===== config.mk =====
export PLATFORM = sky130hd
export DESIGN_NAME = crtch_top
export DESIGN_NICKNAME = d
export VERILOG_FILES = /design/src/hw/crtch_pkg.sv /design/src/hw/crtch_regmem.sv /design/src/hw/crtch_top.sv
export SDC_FILE = /design/constraint.sdc
export NUM_CORES = 2
export LEC_CHECK = 0
export BUFFER_PORTS_ARGS = -buffer_cell sky130_fd_sc_hd__buf_4
export CORE_MARGIN = 1
export CORE_UTILIZATION = 50
export DETAILED_ROUTE_END_ITERATION = 16
export GPL_TIMING_DRIVEN = 0
export PLACE_DENSITY = 0.68
export SYNTH_ARGS = -nofsm -noshare
export SYNTH_HDL_FRONTEND = slang
export SYNTH_HIERARCHICAL = 1
export SYNTH_SLANG_ARGS = --single-unit

===== constraint.sdc =====
create_clock -name sys_clk_i -period 3.1 [get_ports sys_clk_i]
set_input_delay 0.62 -clock sys_clk_i [delete_from_list [all_inputs] [get_ports sys_clk_i]]
set_output_delay 0.62 -clock sys_clk_i [all_outputs]
set_load 0.02 [all_outputs]

===== src/hw/crtch_pkg.sv =====
// Constants for the horizontal timing part of the display timing controller.
// Assumes one system clock that also serves as the video master clock.
package crtch_pkg;

  ////////////////////////////////////////////////////////////////////////////
  // I/O port addresses, mono and colour decode
  localparam logic [15:0] PORT_INDEX_MONO = 16'h03b4;
  localparam logic [15:0] PORT_DATA_MONO = 16'h03b5;
  localparam logic [15:0] PORT_INDEX_COLOR = 16'h03d4;
  localparam logic [15:0] PORT_DATA_COLOR = 16'h03d5;

  ////////////////////////////////////////////////////////////////////////////
  // Register indexes
  localparam logic [5:0] IDX_HORIZONTAL_TOTAL = 6'h00;
  localparam logic [5:0] IDX_HORIZONTAL_DISPLAY_END = 6'h01;
  localparam logic [5:0] IDX_HORIZONTAL_BLANKING_START = 6'h02;
  localparam logic [5:0] IDX_HORIZONTAL_BLANKING_END = 6'h03;
  localparam logic [5:0] IDX_HORIZONTAL_SYNC_END = 6'h05;
  localparam logic [5:0] IDX_VERTICAL_TOTAL = 6'h06;
  localparam logic [5:0] IDX_VERTICAL_OVERFLOW = 6'h07;
  localparam logic [5:0] IDX_START_ADDRESS_HIGH = 6'h0c;
  localparam logic [5:0] IDX_START_ADDRESS_LOW = 6'h0d;
  localparam logic [5:0] IDX_VERTICAL_SYNC_END = 6'h11;
  localparam logic [5:0] IDX_EXT_A = 6'h19;
  localparam logic [5:0] IDX_BLANKING_EXTENSION = 6'h1a;
  localparam logic [5:0] IDX_DISPLAY_EXTENSION = 6'h1b;
  localparam logic [5:0] IDX_START_ADDRESS_EXT = 6'h1d;
  localparam logic [5:0] IDX_EXT_D = 6'h25;
  localparam logic [5:0] IDX_EXT_E = 6'h27;
  // Highest index covered by the write-protect bit
  localparam logic [5:0] IDX_PROTECT_LAST = 6'h07;

  ////////////////////////////////////////////////////////////////////////////
  // Field positions
  localparam int WRITE_PROTECT_BIT = 7;
  localparam int VT_BIT9_POS = 5;
  localparam int VT_BIT8_POS = 0;
  localparam int HBE_BIT5_POS = 7;
  localparam int HBE_WIDE_EN_A_POS = 5;
  localparam int HBE_WIDE_EN_B_POS = 7;

  ////////////////////////////////////////////////////////////////////////////
  // Reset values and counts
  localparam logic [7:0] REG_RESET = 8'h00;
  localparam logic [5:0] INDEX_RESET = 6'h00;
  // Total characters per line = horizontal total + 5
  localparam logic [8:0] HTOTAL_OFFSET = 9'h005;
  // Last dot of an 8 or 9 dot character cell
  localparam logic [3:0] DOT_LAST_8 = 4'h7;
  localparam logic [3:0] DOT_LAST_9 = 4'h8;
  // Edges from a taken read to valid read data
  localparam int READ_LATENCY = 2;

endpackage


===== src/hw/crtch_regmem.sv =====
// Small register memory holding timing controller registers not kept in flops.
// Assumes single clock, synchronous active-high reset; read data registered.
`timescale 1ns/1ps
module crtch_regmem #(
  parameter int ADDR_W = 6,
  parameter int DATA_W = 8
) (
  input wire logic sys_clk_i,
  input wire logic sys_rst_i,
  input wire logic wr_en_i,
  input wire logic [ADDR_W-1:0] wr_addr_i,
  input wire logic [DATA_W-1:0] wr_data_i,
  input wire logic [ADDR_W-1:0] rd_addr_i,
  output logic [DATA_W-1:0] rd_data_o
);

  localparam int DEPTH = 1 << ADDR_W;

  typedef struct packed {
    logic [DEPTH-1:0][DATA_W-1:0] mem;
    logic [DATA_W-1:0] rdata;
  } crtch_mem_t;

  crtch_mem_t mem_ff;
  crtch_mem_t nxt_mem;

  always_comb begin
    nxt_mem = mem_ff;
    nxt_mem.rdata = mem_ff.mem[rd_addr_i];
    if (wr_en_i) begin
      nxt_mem.mem[wr_addr_i] = wr_data_i;
    end
  end

  always_ff @(posedge sys_clk_i) begin
    if (sys_rst_i) begin
      mem_ff <= '0;
    end else begin
      mem_ff <= nxt_mem;
    end
  end

  assign rd_data_o = mem_ff.rdata;

endmodule // crtch_regmem


===== src/hw/crtch_top.sv =====
// Horizontal timing part of the display timing controller: indexed register
// port pair, character clock, character and scanline counters, blanking.
// Assumes the I/O strobes and sequencer settings come from logic on sys_clk_i,
// which also serves as the video master clock.
//
// Notes on behaviour
// - Six-bit index register selects the register reached through the data port.
// - Ports decode at 3B4/3B5 for mono, 3D4/3D5 for colour select.
// - Indexes 19, 1A, 1B, 25, 27 reach the extension register set.
// - Character clock comes from master clock per configured character width.
// - Character counter compared with eight-bit total sets the line period.
// - Horizontal total holds characters per line minus five.
// - Horizontal timing counts characters; vertical counts advance once per line.
// - Display end holds displayed character clocks minus one.
// - Blanking begins at the programmed blanking start character count.
// - Total, display end, blanking start ignore writes while write-protect set.
// - Wide fields are assembled from overflow and extension bits.
// - Blanking ends when compared counter bits match blanking end field.
// - Vertical retrace begins when scanline count equals ten-bit vertical total.
`timescale 1ns/1ps
module crtch_top (
  input wire logic sys_clk_i,
  input wire logic sys_rst_i,
  input wire logic [15:0] io_addr_i,
  input wire logic io_wr_i,
  input wire logic io_rd_i,
  input wire logic [7:0] io_wdata_i,
  input wire logic color_select_i,
  input wire logic char_width_8_i,
  input wire logic dot_clock_half_i,
  output logic [7:0] io_rdata_o,
  output logic io_rvalid_o,
  output logic ext_access_o,
  output logic char_tick_o,
  output logic [8:0] char_count_o,
  output logic hdisplay_o,
  output logic hblank_o,
  output logic line_end_o,
  output logic [9:0] scanline_o,
  output logic vretrace_start_o,
  output logic [19:0] start_address_o
);

  ////////////////////////////////////////////////////////////////////////////
  // State

  typedef struct packed {
    logic [5:0] index;
    logic [7:0] htotal;
    logic [7:0] hdisp_end;
    logic [7:0] hblank_start;
    logic [7:0] hblank_end_reg;
    logic [7:0] hsync_end_reg;
    logic [7:0] vtotal_reg;
    logic [7:0] vert_overflow;
    logic [7:0] start_addr_high;
    logic [7:0] start_addr_low;
    logic [7:0] vsync_end_reg;
    logic [7:0] blank_ext;
    logic [7:0] disp_ext;
    logic [7:0] start_addr_ext;
    logic half_phase;
    logic [3:0] dot_cnt;
    logic [8:0] char_cnt;
    logic [9:0] scan_cnt;
    logic char_tick;
    logic hdisp;
    logic hblank;
    logic line_end;
    logic vretr;
    logic [19:0] start_addr;
    logic rd_p1;
    logic rd_local_p1;
    logic [7:0] local_data_p1;
    logic [7:0] rdata;
    logic rvalid;
    logic ext_acc;
  } crtch_state_t;

  crtch_state_t s_ff;
  crtch_state_t nxt_s;

  ////////////////////////////////////////////////////////////////////////////
  // Index decode helpers

  function automatic logic is_ext_index(input logic [5:0] idx);
    return idx inside {crtch_pkg::IDX_EXT_A, crtch_pkg::IDX_BLANKING_EXTENSION,
                       crtch_pkg::IDX_DISPLAY_EXTENSION, crtch_pkg::IDX_EXT_D,
                       crtch_pkg::IDX_EXT_E};
  endfunction

  function automatic logic is_protected(input logic [5:0] idx);
    return idx <= crtch_pkg::IDX_PROTECT_LAST;
  endfunction

  // Registers the timing logic needs in parallel live in flops
  function automatic logic is_local(input logic [5:0] idx);
    return idx inside {crtch_pkg::IDX_HORIZONTAL_TOTAL, crtch_pkg::IDX_HORIZONTAL_DISPLAY_END,
                       crtch_pkg::IDX_HORIZONTAL_BLANKING_START,
                       crtch_pkg::IDX_HORIZONTAL_BLANKING_END,
                       crtch_pkg::IDX_HORIZONTAL_SYNC_END, crtch_pkg::IDX_VERTICAL_TOTAL,
                       crtch_pkg::IDX_VERTICAL_OVERFLOW, crtch_pkg::IDX_START_ADDRESS_HIGH,
                       crtch_pkg::IDX_START_ADDRESS_LOW, crtch_pkg::IDX_VERTICAL_SYNC_END,
                       crtch_pkg::IDX_BLANKING_EXTENSION, crtch_pkg::IDX_DISPLAY_EXTENSION,
                       crtch_pkg::IDX_START_ADDRESS_EXT};
  endfunction

  ////////////////////////////////////////////////////////////////////////////
  // Combinational decode

  logic [15:0] index_port;
  logic [15:0] data_port;
  logic idx_wr;
  logic idx_rd;
  logic dat_wr;
  logic dat_rd;
  logic wr_blocked;
  logic mem_wr;
  logic [7:0] mem_rdata;
  logic [9:0] vtotal_full;
  logic [7:0] hbe_field;
  logic hbe_wide;
  logic [3:0] dot_last;
  logic dot_en;
  logic tick_now;
  logic wrap_now;
  logic [8:0] nc;
  logic [9:0] ns;
  logic hbe_match;

  always_comb begin
    index_port = color_select_i ? crtch_pkg::PORT_INDEX_COLOR
                                : crtch_pkg::PORT_INDEX_MONO;
    data_port = color_select_i ? crtch_pkg::PORT_DATA_COLOR : crtch_pkg::PORT_DATA_MONO;
    idx_wr = io_wr_i && (io_addr_i == index_port);
    idx_rd = io_rd_i && (io_addr_i == index_port);
    dat_wr = io_wr_i && (io_addr_i == data_port);
    dat_rd = io_rd_i && (io_addr_i == data_port);
    wr_blocked = is_protected(s_ff.index)
                 && s_ff.vsync_end_reg[crtch_pkg::WRITE_PROTECT_BIT];
    mem_wr = dat_wr && !is_local(s_ff.index) && !wr_blocked;
    vtotal_full = {s_ff.vert_overflow[crtch_pkg::VT_BIT9_POS],
                   s_ff.vert_overflow[crtch_pkg::VT_BIT8_POS], s_ff.vtotal_reg};
    hbe_field = {s_ff.blank_ext[5:4], s_ff.hsync_end_reg[crtch_pkg::HBE_BIT5_POS],
                 s_ff.hblank_end_reg[4:0]};
    hbe_wide = s_ff.disp_ext[crtch_pkg::HBE_WIDE_EN_A_POS]
               || s_ff.disp_ext[crtch_pkg::HBE_WIDE_EN_B_POS];
    dot_last = char_width_8_i ? crtch_pkg::DOT_LAST_8 : crtch_pkg::DOT_LAST_9;
    dot_en = !dot_clock_half_i || s_ff.half_phase;
    tick_now = dot_en && (s_ff.dot_cnt >= dot_last);
    // Compare with >= so a lowered total cannot let the counter run away
    wrap_now = s_ff.char_cnt >= ({1'b0, s_ff.htotal} + crtch_pkg::HTOTAL_OFFSET
                                 - 9'h001);
    nc = wrap_now ? 9'h000 : s_ff.char_cnt + 9'h001;
    ns = (s_ff.scan_cnt >= vtotal_full + 10'h001) ? 10'h000 : s_ff.scan_cnt + 10'h001;
    hbe_match = hbe_wide ? (nc[7:0] == hbe_field)
                         : (nc[5:0] == hbe_field[5:0]);
  end

  ////////////////////////////////////////////////////////////////////////////
  // Next state

  always_comb begin
    nxt_s = s_ff;
    nxt_s.char_tick = 1'b0;
    nxt_s.line_end = 1'b0;
    nxt_s.vretr = 1'b0;
    nxt_s.ext_acc = 1'b0;
    nxt_s.rvalid = 1'b0;

    // Host register writes
    if (idx_wr) begin
      nxt_s.index = io_wdata_i[5:0];
    end
    if (dat_wr && !wr_blocked) begin
      unique case (s_ff.index)
        crtch_pkg::IDX_HORIZONTAL_TOTAL: nxt_s.htotal = io_wdata_i;
        crtch_pkg::IDX_HORIZONTAL_DISPLAY_END: nxt_s.hdisp_end = io_wdata_i;
        crtch_pkg::IDX_HORIZONTAL_BLANKING_START: nxt_s.hblank_start = io_wdata_i;
        crtch_pkg::IDX_HORIZONTAL_BLANKING_END: nxt_s.hblank_end_reg = io_wdata_i;
        crtch_pkg::IDX_HORIZONTAL_SYNC_END: nxt_s.hsync_end_reg = io_wdata_i;
        crtch_pkg::IDX_VERTICAL_TOTAL: nxt_s.vtotal_reg = io_wdata_i;
        crtch_pkg::IDX_VERTICAL_OVERFLOW: nxt_s.vert_overflow = io_wdata_i;
        crtch_pkg::IDX_START_ADDRESS_HIGH: nxt_s.start_addr_high = io_wdata_i;
        crtch_pkg::IDX_START_ADDRESS_LOW: nxt_s.start_addr_low = io_wdata_i;
        crtch_pkg::IDX_VERTICAL_SYNC_END: nxt_s.vsync_end_reg = io_wdata_i;
        crtch_pkg::IDX_BLANKING_EXTENSION: nxt_s.blank_ext = io_wdata_i;
        crtch_pkg::IDX_DISPLAY_EXTENSION: nxt_s.disp_ext = io_wdata_i;
        crtch_pkg::IDX_START_ADDRESS_EXT: nxt_s.start_addr_ext = io_wdata_i;
        default: ;
      endcase
    end
    if ((dat_wr || dat_rd) && is_ext_index(s_ff.index)) begin
      nxt_s.ext_acc = 1'b1;
    end

    // Reads: flop registers answer locally, the rest come from the memory
    nxt_s.rd_p1 = idx_rd || dat_rd;
    nxt_s.rd_local_p1 = idx_rd || is_local(s_ff.index);
    unique case (s_ff.index)
      crtch_pkg::IDX_HORIZONTAL_TOTAL: nxt_s.local_data_p1 = s_ff.htotal;
      crtch_pkg::IDX_HORIZONTAL_DISPLAY_END: nxt_s.local_data_p1 = s_ff.hdisp_end;
      crtch_pkg::IDX_HORIZONTAL_BLANKING_START: nxt_s.local_data_p1 = s_ff.hblank_start;
      crtch_pkg::IDX_HORIZONTAL_BLANKING_END: nxt_s.local_data_p1 = s_ff.hblank_end_reg;
      crtch_pkg::IDX_HORIZONTAL_SYNC_END: nxt_s.local_data_p1 = s_ff.hsync_end_reg;
      crtch_pkg::IDX_VERTICAL_TOTAL: nxt_s.local_data_p1 = s_ff.vtotal_reg;
      crtch_pkg::IDX_VERTICAL_OVERFLOW: nxt_s.local_data_p1 = s_ff.vert_overflow;
      crtch_pkg::IDX_START_ADDRESS_HIGH: nxt_s.local_data_p1 = s_ff.start_addr_high;
      crtch_pkg::IDX_START_ADDRESS_LOW: nxt_s.local_data_p1 = s_ff.start_addr_low;
      crtch_pkg::IDX_VERTICAL_SYNC_END: nxt_s.local_data_p1 = s_ff.vsync_end_reg;
      crtch_pkg::IDX_BLANKING_EXTENSION: nxt_s.local_data_p1 = s_ff.blank_ext;
      crtch_pkg::IDX_DISPLAY_EXTENSION: nxt_s.local_data_p1 = s_ff.disp_ext;
      crtch_pkg::IDX_START_ADDRESS_EXT: nxt_s.local_data_p1 = s_ff.start_addr_ext;
      default: nxt_s.local_data_p1 = crtch_pkg::REG_RESET;
    endcase
    if (idx_rd) begin
      nxt_s.local_data_p1 = {2'b00, s_ff.index};
    end
    if (s_ff.rd_p1) begin
      nxt_s.rdata = s_ff.rd_local_p1 ? s_ff.local_data_p1 : mem_rdata;
      nxt_s.rvalid = 1'b1;
    end

    // Character clock from the master clock
    nxt_s.half_phase = !s_ff.half_phase;
    if (dot_en) begin
      nxt_s.dot_cnt = tick_now ? 4'h0 : s_ff.dot_cnt + 4'h1;
    end

    // Horizontal timing in characters, vertical in lines
    if (tick_now) begin
      nxt_s.char_tick = 1'b1;
      nxt_s.char_cnt = nc;
      nxt_s.hdisp = (nc <= {1'b0, s_ff.hdisp_end});
      if (nc == {1'b0, s_ff.hblank_start}) begin
        nxt_s.hblank = 1'b1;
      end else if (hbe_match) begin
        nxt_s.hblank = 1'b0;
      end
      if (wrap_now) begin
        nxt_s.line_end = 1'b1;
        nxt_s.scan_cnt = ns;
        nxt_s.vretr = (ns == vtotal_full);
      end
    end

    nxt_s.start_addr = {s_ff.start_addr_ext[7], s_ff.disp_ext[3], s_ff.disp_ext[2],
                        s_ff.disp_ext[0], s_ff.start_addr_high,
                        s_ff.start_addr_low};
  end

  always_ff @(posedge sys_clk_i) begin
    if (sys_rst_i) begin
      s_ff <= '0;
    end else begin
      s_ff <= nxt_s;
    end
  end

  crtch_regmem #(
    .ADDR_W(6),
    .DATA_W(8)
  ) u_regmem (
    .sys_clk_i(sys_clk_i),
    .sys_rst_i(sys_rst_i),
    .wr_en_i(mem_wr),
    .wr_addr_i(s_ff.index),
    .wr_data_i(io_wdata_i),
    .rd_addr_i(s_ff.index),
    .rd_data_o(mem_rdata)
  );

  ////////////////////////////////////////////////////////////////////////////
  // Outputs

  assign io_rdata_o = s_ff.rdata;
  assign io_rvalid_o = s_ff.rvalid;
  assign ext_access_o = s_ff.ext_acc;
  assign char_tick_o = s_ff.char_tick;
  assign char_count_o = s_ff.char_cnt;
  assign hdisplay_o = s_ff.hdisp;
  assign hblank_o = s_ff.hblank;
  assign line_end_o = s_ff.line_end;
  assign scanline_o = s_ff.scan_cnt;
  assign vretrace_start_o = s_ff.vretr;
  assign start_address_o = s_ff.start_addr;
endmodule // crtch_top

# ---- Word level (Yosys, flattened, before mapping)
# Index checks and enable logic that the tools add are counted.
# Widths: inputs -> output; s select.
dict set report classes {
  addsub 6
  order_cmp 7
  eq_ne 21
  n_mux 21
  n_bitwise 2
  reduce_logical 42
}
# operator n
set op_table {}
lappend op_table {{$bwmux 512} 1}
lappend op_table {{$pmux 8 s13} 1}
lappend op_table {{$bmux 8 s6} 1}
lappend op_table {{$demux 8 s6} 1}
lappend op_table {{$eq 16x10->1} 2}
lappend op_table {{$eq 6x5->1 const B} 5}
lappend op_table {{$reduce_and 2->1} 15}
lappend op_table {{$mux 8} 3}
lappend op_table {{$add 10x1->10 const B} 2}
lappend op_table {{$eq 6x3->1 const B} 3}
lappend op_table {{$mux 7} 2}
lappend op_table {{$reduce_bool 13->1} 1}
lappend op_table {{$eq 6x2->1 const B} 2}
lappend op_table {{$eq 6x4->1 const B} 2}
lappend op_table {{$eq 6x6->1 const B} 2}
lappend op_table {{$logic_and 1x1->1} 11}
lappend op_table {{$eq 10x10->1} 1}
lappend op_table {{$ge 10x10->1} 1}
lappend op_table {{$mux 10} 1}
lappend op_table {{$add 8x3->9 const B} 1}
lappend op_table {{$add 9x1->9 const B} 1}
lappend op_table {{$eq 9x8->1} 1}
lappend op_table {{$ge 9x9->1} 1}
lappend op_table {{$le 9x8->1} 1}
lappend op_table {{other kinds (23)} 37}
dict set report totals {
  ff_bits 699
  input_bits 31
  output_inout_bits 54
  elab_cells 195
}

# ---- Logic depth before layout (Yosys ltp)
dict set report depth {
  depth_word 9
  mapped_depth 17
  mapped_depth_nobuf 16
}

# ---- Hierarchy
# The synthesis kept the hierarchy.
# mod instances cells_per_inst area_each_um2 seq_area_each_um2
set by_module_without_submodules {}
lappend by_module_without_submodules {crtch_regmem 1 2377 23087.1 10410.0}
lappend by_module_without_submodules {crtch_top 1 1160 9750.6 3583.4}

# ---- Worst setup path after synthesis
# OpenSTA, ideal clock, no wires.
dict set report synth_path {
  kind {input to register}
  start {in io_addr_i[1]}
  end {reg u_regmem/mem_ff[159] in the netlist's numbering}
  setup_ps 132
  arrival_time_ps 3170
  t_required_ps 2968
  setup_slack_ps -202
  path_stages 11
  path_buffers 2
  path_cell_list {or4_4 nor4_4 nand3_1 nor3b_1 buf_2 nand2_1 nor3_1 clkbuf_1 nand2_1 nand2_1 a21oi_1}
}
dict set report synth_via {
  elab_chain_len 4
}
# element line_no
set synth_lines {}
lappend synth_lines {{start: declaration} crtch_top.sv:24} ;# input wire logic [15:0] io_addr_i,
lappend synth_lines {{$eq 16x10->1} crtch_top.sv:137} ;# dat_wr = io_wr_i && (io_addr_i == data_port);
lappend synth_lines {{$logic_and 1x1->1} crtch_top.sv:137}
lappend synth_lines {{$logic_and 1x1->1 (2 in a row)} crtch_top.sv:141} ;# mem_wr = dat_wr && !is_local(s_ff.index) && !wr_blocked;
lappend synth_lines {{named net mem_wr} crtch_top.sv:118} ;# logic mem_wr;
lappend synth_lines {{end signal: assignment} crtch_regmem.sv:39} ;# mem_ff <= nxt_mem;
lappend synth_lines {{end: declaration} crtch_regmem.sv:24} ;# crtch_mem_t mem_ff;
# The timed path passes the listed nets, and every way through them passes these cells.
# A chain may end at the register's enable or synchronous reset.

# ---- Final worst setup path
dict set report layout_path {
  start {reg s_ff[170] in the netlist's numbering}
  end {reg s_ff, in the netlist hdisplay_o}
}
dict set report layout_via {
  elab_chain_len 5
}
# element line_no
set layout_lines {}
lappend layout_lines {{start: declaration} crtch_top.sv:80} ;# crtch_state_t s_ff;
lappend layout_lines {{start signal: assignment} crtch_top.sv:256} ;# s_ff <= nxt_s;
lappend layout_lines {{$add 8x3->9} crtch_top.sv:152} ;# wrap_now = s_ff.char_cnt >= ({1'b0, s_ff.htotal} + crtch_pkg::HTOTAL_OFFSET
lappend layout_lines {{$sub 9x1->9} crtch_top.sv:153} ;# - 9'h001);
lappend layout_lines {{$ge 9x9->1} crtch_top.sv:152}
lappend layout_lines {{$mux 9} crtch_top.sv:154} ;# nc = wrap_now ? 9'h000 : s_ff.char_cnt + 9'h001;
lappend layout_lines {{$le 9x8->1} crtch_top.sv:234} ;# nxt_s.hdisp = (nc <= {1'b0, s_ff.hdisp_end});
# Every way passes these cells.

==> impl_metrics.env <==
export IMPL_rsz0062_at_grt="true"
export IMPL_finalCritPeriodShare_pct=107
export IMPL_dpl_cell_area_sq_um=34600
export IMPL_seqPwrFrac_pct=48.6
export IMPL_critPathSlowestCell="a2111oi_2"
export IMPL_ys_seq_elements=699
export IMPL_synth_top_area_share_pct=42.6
export IMPL_muxShareOfSynthArea_pct=19.6
export IMPL_rr_worst_depth=15
export IMPL_ctsHtreeMaxLevel=3
export IMPL_finalSetupTns_ns=-0.238
export IMPL_synth_top_cell_by_area="dfxtp_1"
export IMPL_rows=93
export IMPL_gp_congestion=1.03
export IMPL_crit_top_cell="o21a_1"
export IMPL_combPwrFrac_pct=3.4
export IMPL_max_cap_violations=0
export IMPL_synthAdderAreaFrac_pct=1.37
export IMPL_cts_buffers_inserted=76
export IMPL_synth_flop_cell="dfxtp_1"
export IMPL_end_kind="register"
export IMPL_synth_simple_area_share_pct=19.6
export IMPL_reg2reg_to="hdisplay_o"
export IMPL_hold_path_class="in2reg"
export IMPL_syn_to_final_growth_pct=16.8
export IMPL_wirelength_um=113000
export IMPL_num_io_pins=85
export IMPL_path_delay_family="compound AO/OA/AOI/OAI gates"
export IMPL_grt_max_degree=15
export IMPL_maxSlewHeadroom_pct=18.0
export IMPL_hold_viol_final=0
export IMPL_r2r_start="s_ff[170]"
export IMPL_die_h_um=258
export IMPL_first_pass_iters=7
export IMPL_cp_cell_sequence="and3_4 -> nand3_1 -> ha_2 -> a21oi_1 -> nand3_4 -> a2111oi_2 -> inv_1 -> ha_1 -> nor2b_4 -> o21a_1 -> o21a_1 -> o211ai_1 -> a21boi_1 -> o31ai_2 -> a22o_1"
export IMPL_synth_edf_count=0
export IMPL_dp_hpwl_um=78000
export IMPL_initial_core_util_pct=50.8
export IMPL_layout_setup_ws_ns=-0.215
export IMPL_netlist_area_sq_um=32800
export IMPL_tightestPinTransition_ns=1.22
export IMPL_ys_top_cells_by_area="dfxtp_1 (43%), mux2i_1 (10%), mux4_2 (8.8%), nand2_1 (5.9%), a21oi_1 (5.1%)"
export IMPL_netlist_instances=3537
export IMPL_num_antenna_cells=0
export IMPL_dp_slack_ns=-1.34
export IMPL_p_leak_nw=13.3
export IMPL_clock_fmax_mhz=302
export IMPL_ys_seq_area_share_pct=42.6
export IMPL_synth_most_common_cell="dfxtp_1"
export IMPL_avgSynthCellArea_sq_um=9.28
export IMPL_total_power_mw=18.5
export IMPL_fin_nets=3818
export IMPL_clk_pin_slew_ns=0.06
export IMPL_cts_root_buf="clkbuf_16"
export IMPL_drt_iter0_drc=3607
export IMPL_die_x_um=258
export IMPL_vias_per_cell=6.09
export IMPL_clk_latency_ns=0.61
export IMPL_globalRouteTotalUtil_pct=33.3
export IMPL_grt_pass1_vias=26600
export IMPL_p_sw_share_pct=23.1
export IMPL_ant_nets=0
export IMPL_slew_violations=0
export IMPL_ys_types=84
export IMPL_drcViolationCount=0
export IMPL_synthTopCellsByCount="dfxtp_1 (699), nand2_1 (517), nor2_1 (368)"
export IMPL_cp_max_fo=4
export IMPL_setup_viol=3
export IMPL_synth_compound_gate_area_share_pct=9.99
export IMPL_p_int_mw=14.2
export IMPL_p_sw_mw=4.28
export IMPL_grt_overflow=0
export IMPL_place_inst=4476
export IMPL_path_buf_inv=1
export IMPL_drive_gt1_share_pct=19.8
export IMPL_outcome="finished with violations"
export IMPL_io_buffer_count=84
export IMPL_start_kind="register"
export IMPL_async_flop_share_pct=0
export IMPL_p_clk_share_pct=48.0
export IMPL_cts_sinks=699
export IMPL_vias=28400
export IMPL_synth_top_family_by_area="simple AND/OR/NAND/NOR gates"
export IMPL_crit_arrival_ns=3.82
export IMPL_grt_pass1_wl_um=169000
export IMPL_failed_checks="setup timing"
export IMPL_cts_tree="done"
export IMPL_synth_nets=3604
export IMPL_final_min_clock_period_ns=3.31
export IMPL_synth_xor_area_share_pct=1.07
export IMPL_fin_area_sq_um=38400
export IMPL_cpPeakStageDelay_ns=0.58
export IMPL_wl_per_cell_um=24.3
export IMPL_clockBufferDepth=3
export IMPL_skew_ns=0.0143
export IMPL_coreArea_sq_um=64700
export IMPL_grt_antenna_before_repair=3
export IMPL_required_ns=3.60
export IMPL_final_cells=4657
export IMPL_reg2reg_slack_ns=-0.21
export IMPL_ir_worst_vdd_mv=0.352
export IMPL_yosysWarnings=6
export IMPL_power_density_nw_per_um2=482
export IMPL_cp_startpoint="s_ff[170]"
export IMPL_die_area_sq_um=66700
export IMPL_crit_end="hdisplay_o"
export IMPL_crit_type="reg2reg"
export IMPL_path_depth=15
## sequential cells by signal, indices dropped and copies added (netlist names), 9 cells and up
name	cells
nxt_s	20
s_ff	97
start_address_o	20
char_count_o	9
scanline_o	10
u_regmem/mem_ff	512
## worst reg2reg max path, cell delays in order (launching register included)
cell       delay [ns]
dfxtp_4          0.36
and3_4           0.18
nand3_1          0.09
ha_2             0.33
a21oi_1          0.32
nand3_4          0.16
a2111oi_2        0.58
inv_1            0.09
ha_1             0.23
nor2b_4          0.11
o21a_1           0.11
o21a_1           0.10
o211ai_1         0.09
a21boi_1         0.18
o31ai_2          0.08
a22o_1           0.20
## repair_timing
item / CTS / global route
hold buffers: 0 / 0
resized for setup: 132 / 76
gates cloned: 0 / 1
endpoints found under the setup margin: 533 / 530
buffers inserted: 28 / 30
pin swaps: 24 / 29
## layout make-up
cell class | count | area (sq um)
buffer | 340 | 1960
clock buffer | 105 | 2150
clock inverter | 24 | 233
fill | 5750 | 26300
inverter | 23 | 86.3
multi-input combinational | 2468 | 17500
sequential | 699 | 14000
tap | 855 | 1070
timing repair buffer | 143 | 1350
## cell families (layout without fill, tap and decap cells)
family	count (synthesis)	count (layout)
AOI/OAI and AO/OA	542	542
DFF	699	699
buffers and inverters	370	635
adders and majority gates	36	36
muxes	471	471
and+or+nand+nor	1379	1379
xor gates and xnor gates	40	40
## metrics by stage
step | utilization, % | hold slack [ns]
CTS | 58.2 | 0.278
global route | 59.3 | 0.304
finish | 59.3 | 0.297
detailed placement | 53.5 | 0.390
global placement | 53.5 | 0.386
floorplan | - | 0.378
## worst min-delay path by stage
stage / startpoint / to / slack (ns) / depth (start not counted)
after floorplan: s_ff[68] / s_ff[68] / 0.38 / 1
after global placement: s_ff[68] / s_ff[68] / 0.39 / 1
after detailed placement: s_ff[68] / s_ff[68] / 0.39 / 1
after CTS: io_addr_i[0] / ext_access_o / 0.28 / 3
after global routing: io_wdata_i[6] / s_ff[131] / 0.30 / 3
final: io_wdata_i[6] / s_ff[131] / 0.30 / 3
## power groups by stage
stage / clock, mW / sequential, mW / combinational (mW)
finish: 8.88 / 8.99 / 0.631
global route: 9.34 / 8.98 / 0.649
CTS: 8.97 / 8.99 / 0.608
detailed placement: 0 / 9.20 / 0.602
global placement: 0 / 9.20 / 0.598
floorplan: 0 / 9.20 / 0.312
## cells in the final DEF (no fill, tap or decap), types with 14 or more instances in the layout
master	netlist	routed
mux4_2	129	129
clkbuf_16	0	79
mux2i_1	333	329
nor2b_1	37	36
o21ai_0	22	21
nor2_4	1	29
clkbuf_2	0	15
nand4_1	17	17
buf_2	33	24
nor2_1	368	361
a21oi_2	48	48
ha_1	36	33
buf_1	33	29
nand2_4	10	14
dfxtp_1	699	682
inv_1	23	23
buf_6	21	23
buf_12	2	27
xor2_1	26	26
nand3_1	264	256
a22oi_1	46	46
nand2_1	517	499
a21oi_1	337	336
clkbuf_1	188	170
nand2b_1	15	14
buf_4	70	202
xnor2_1	14	14
nand2_2	1	15
nor3_1	22	20
## metal layers
layer / up-vias / track usage, % / routed length, um
li1: 12800 / - / -
met1: 13600 / 44.7 / 45200
met2: 1608 / 50.1 / 49200
met3: 354 / 8.80 / 13400
met4: 4 / 15.3 / 5280
met5: - / 0 / 32
(Power assumes the default switching activity.)
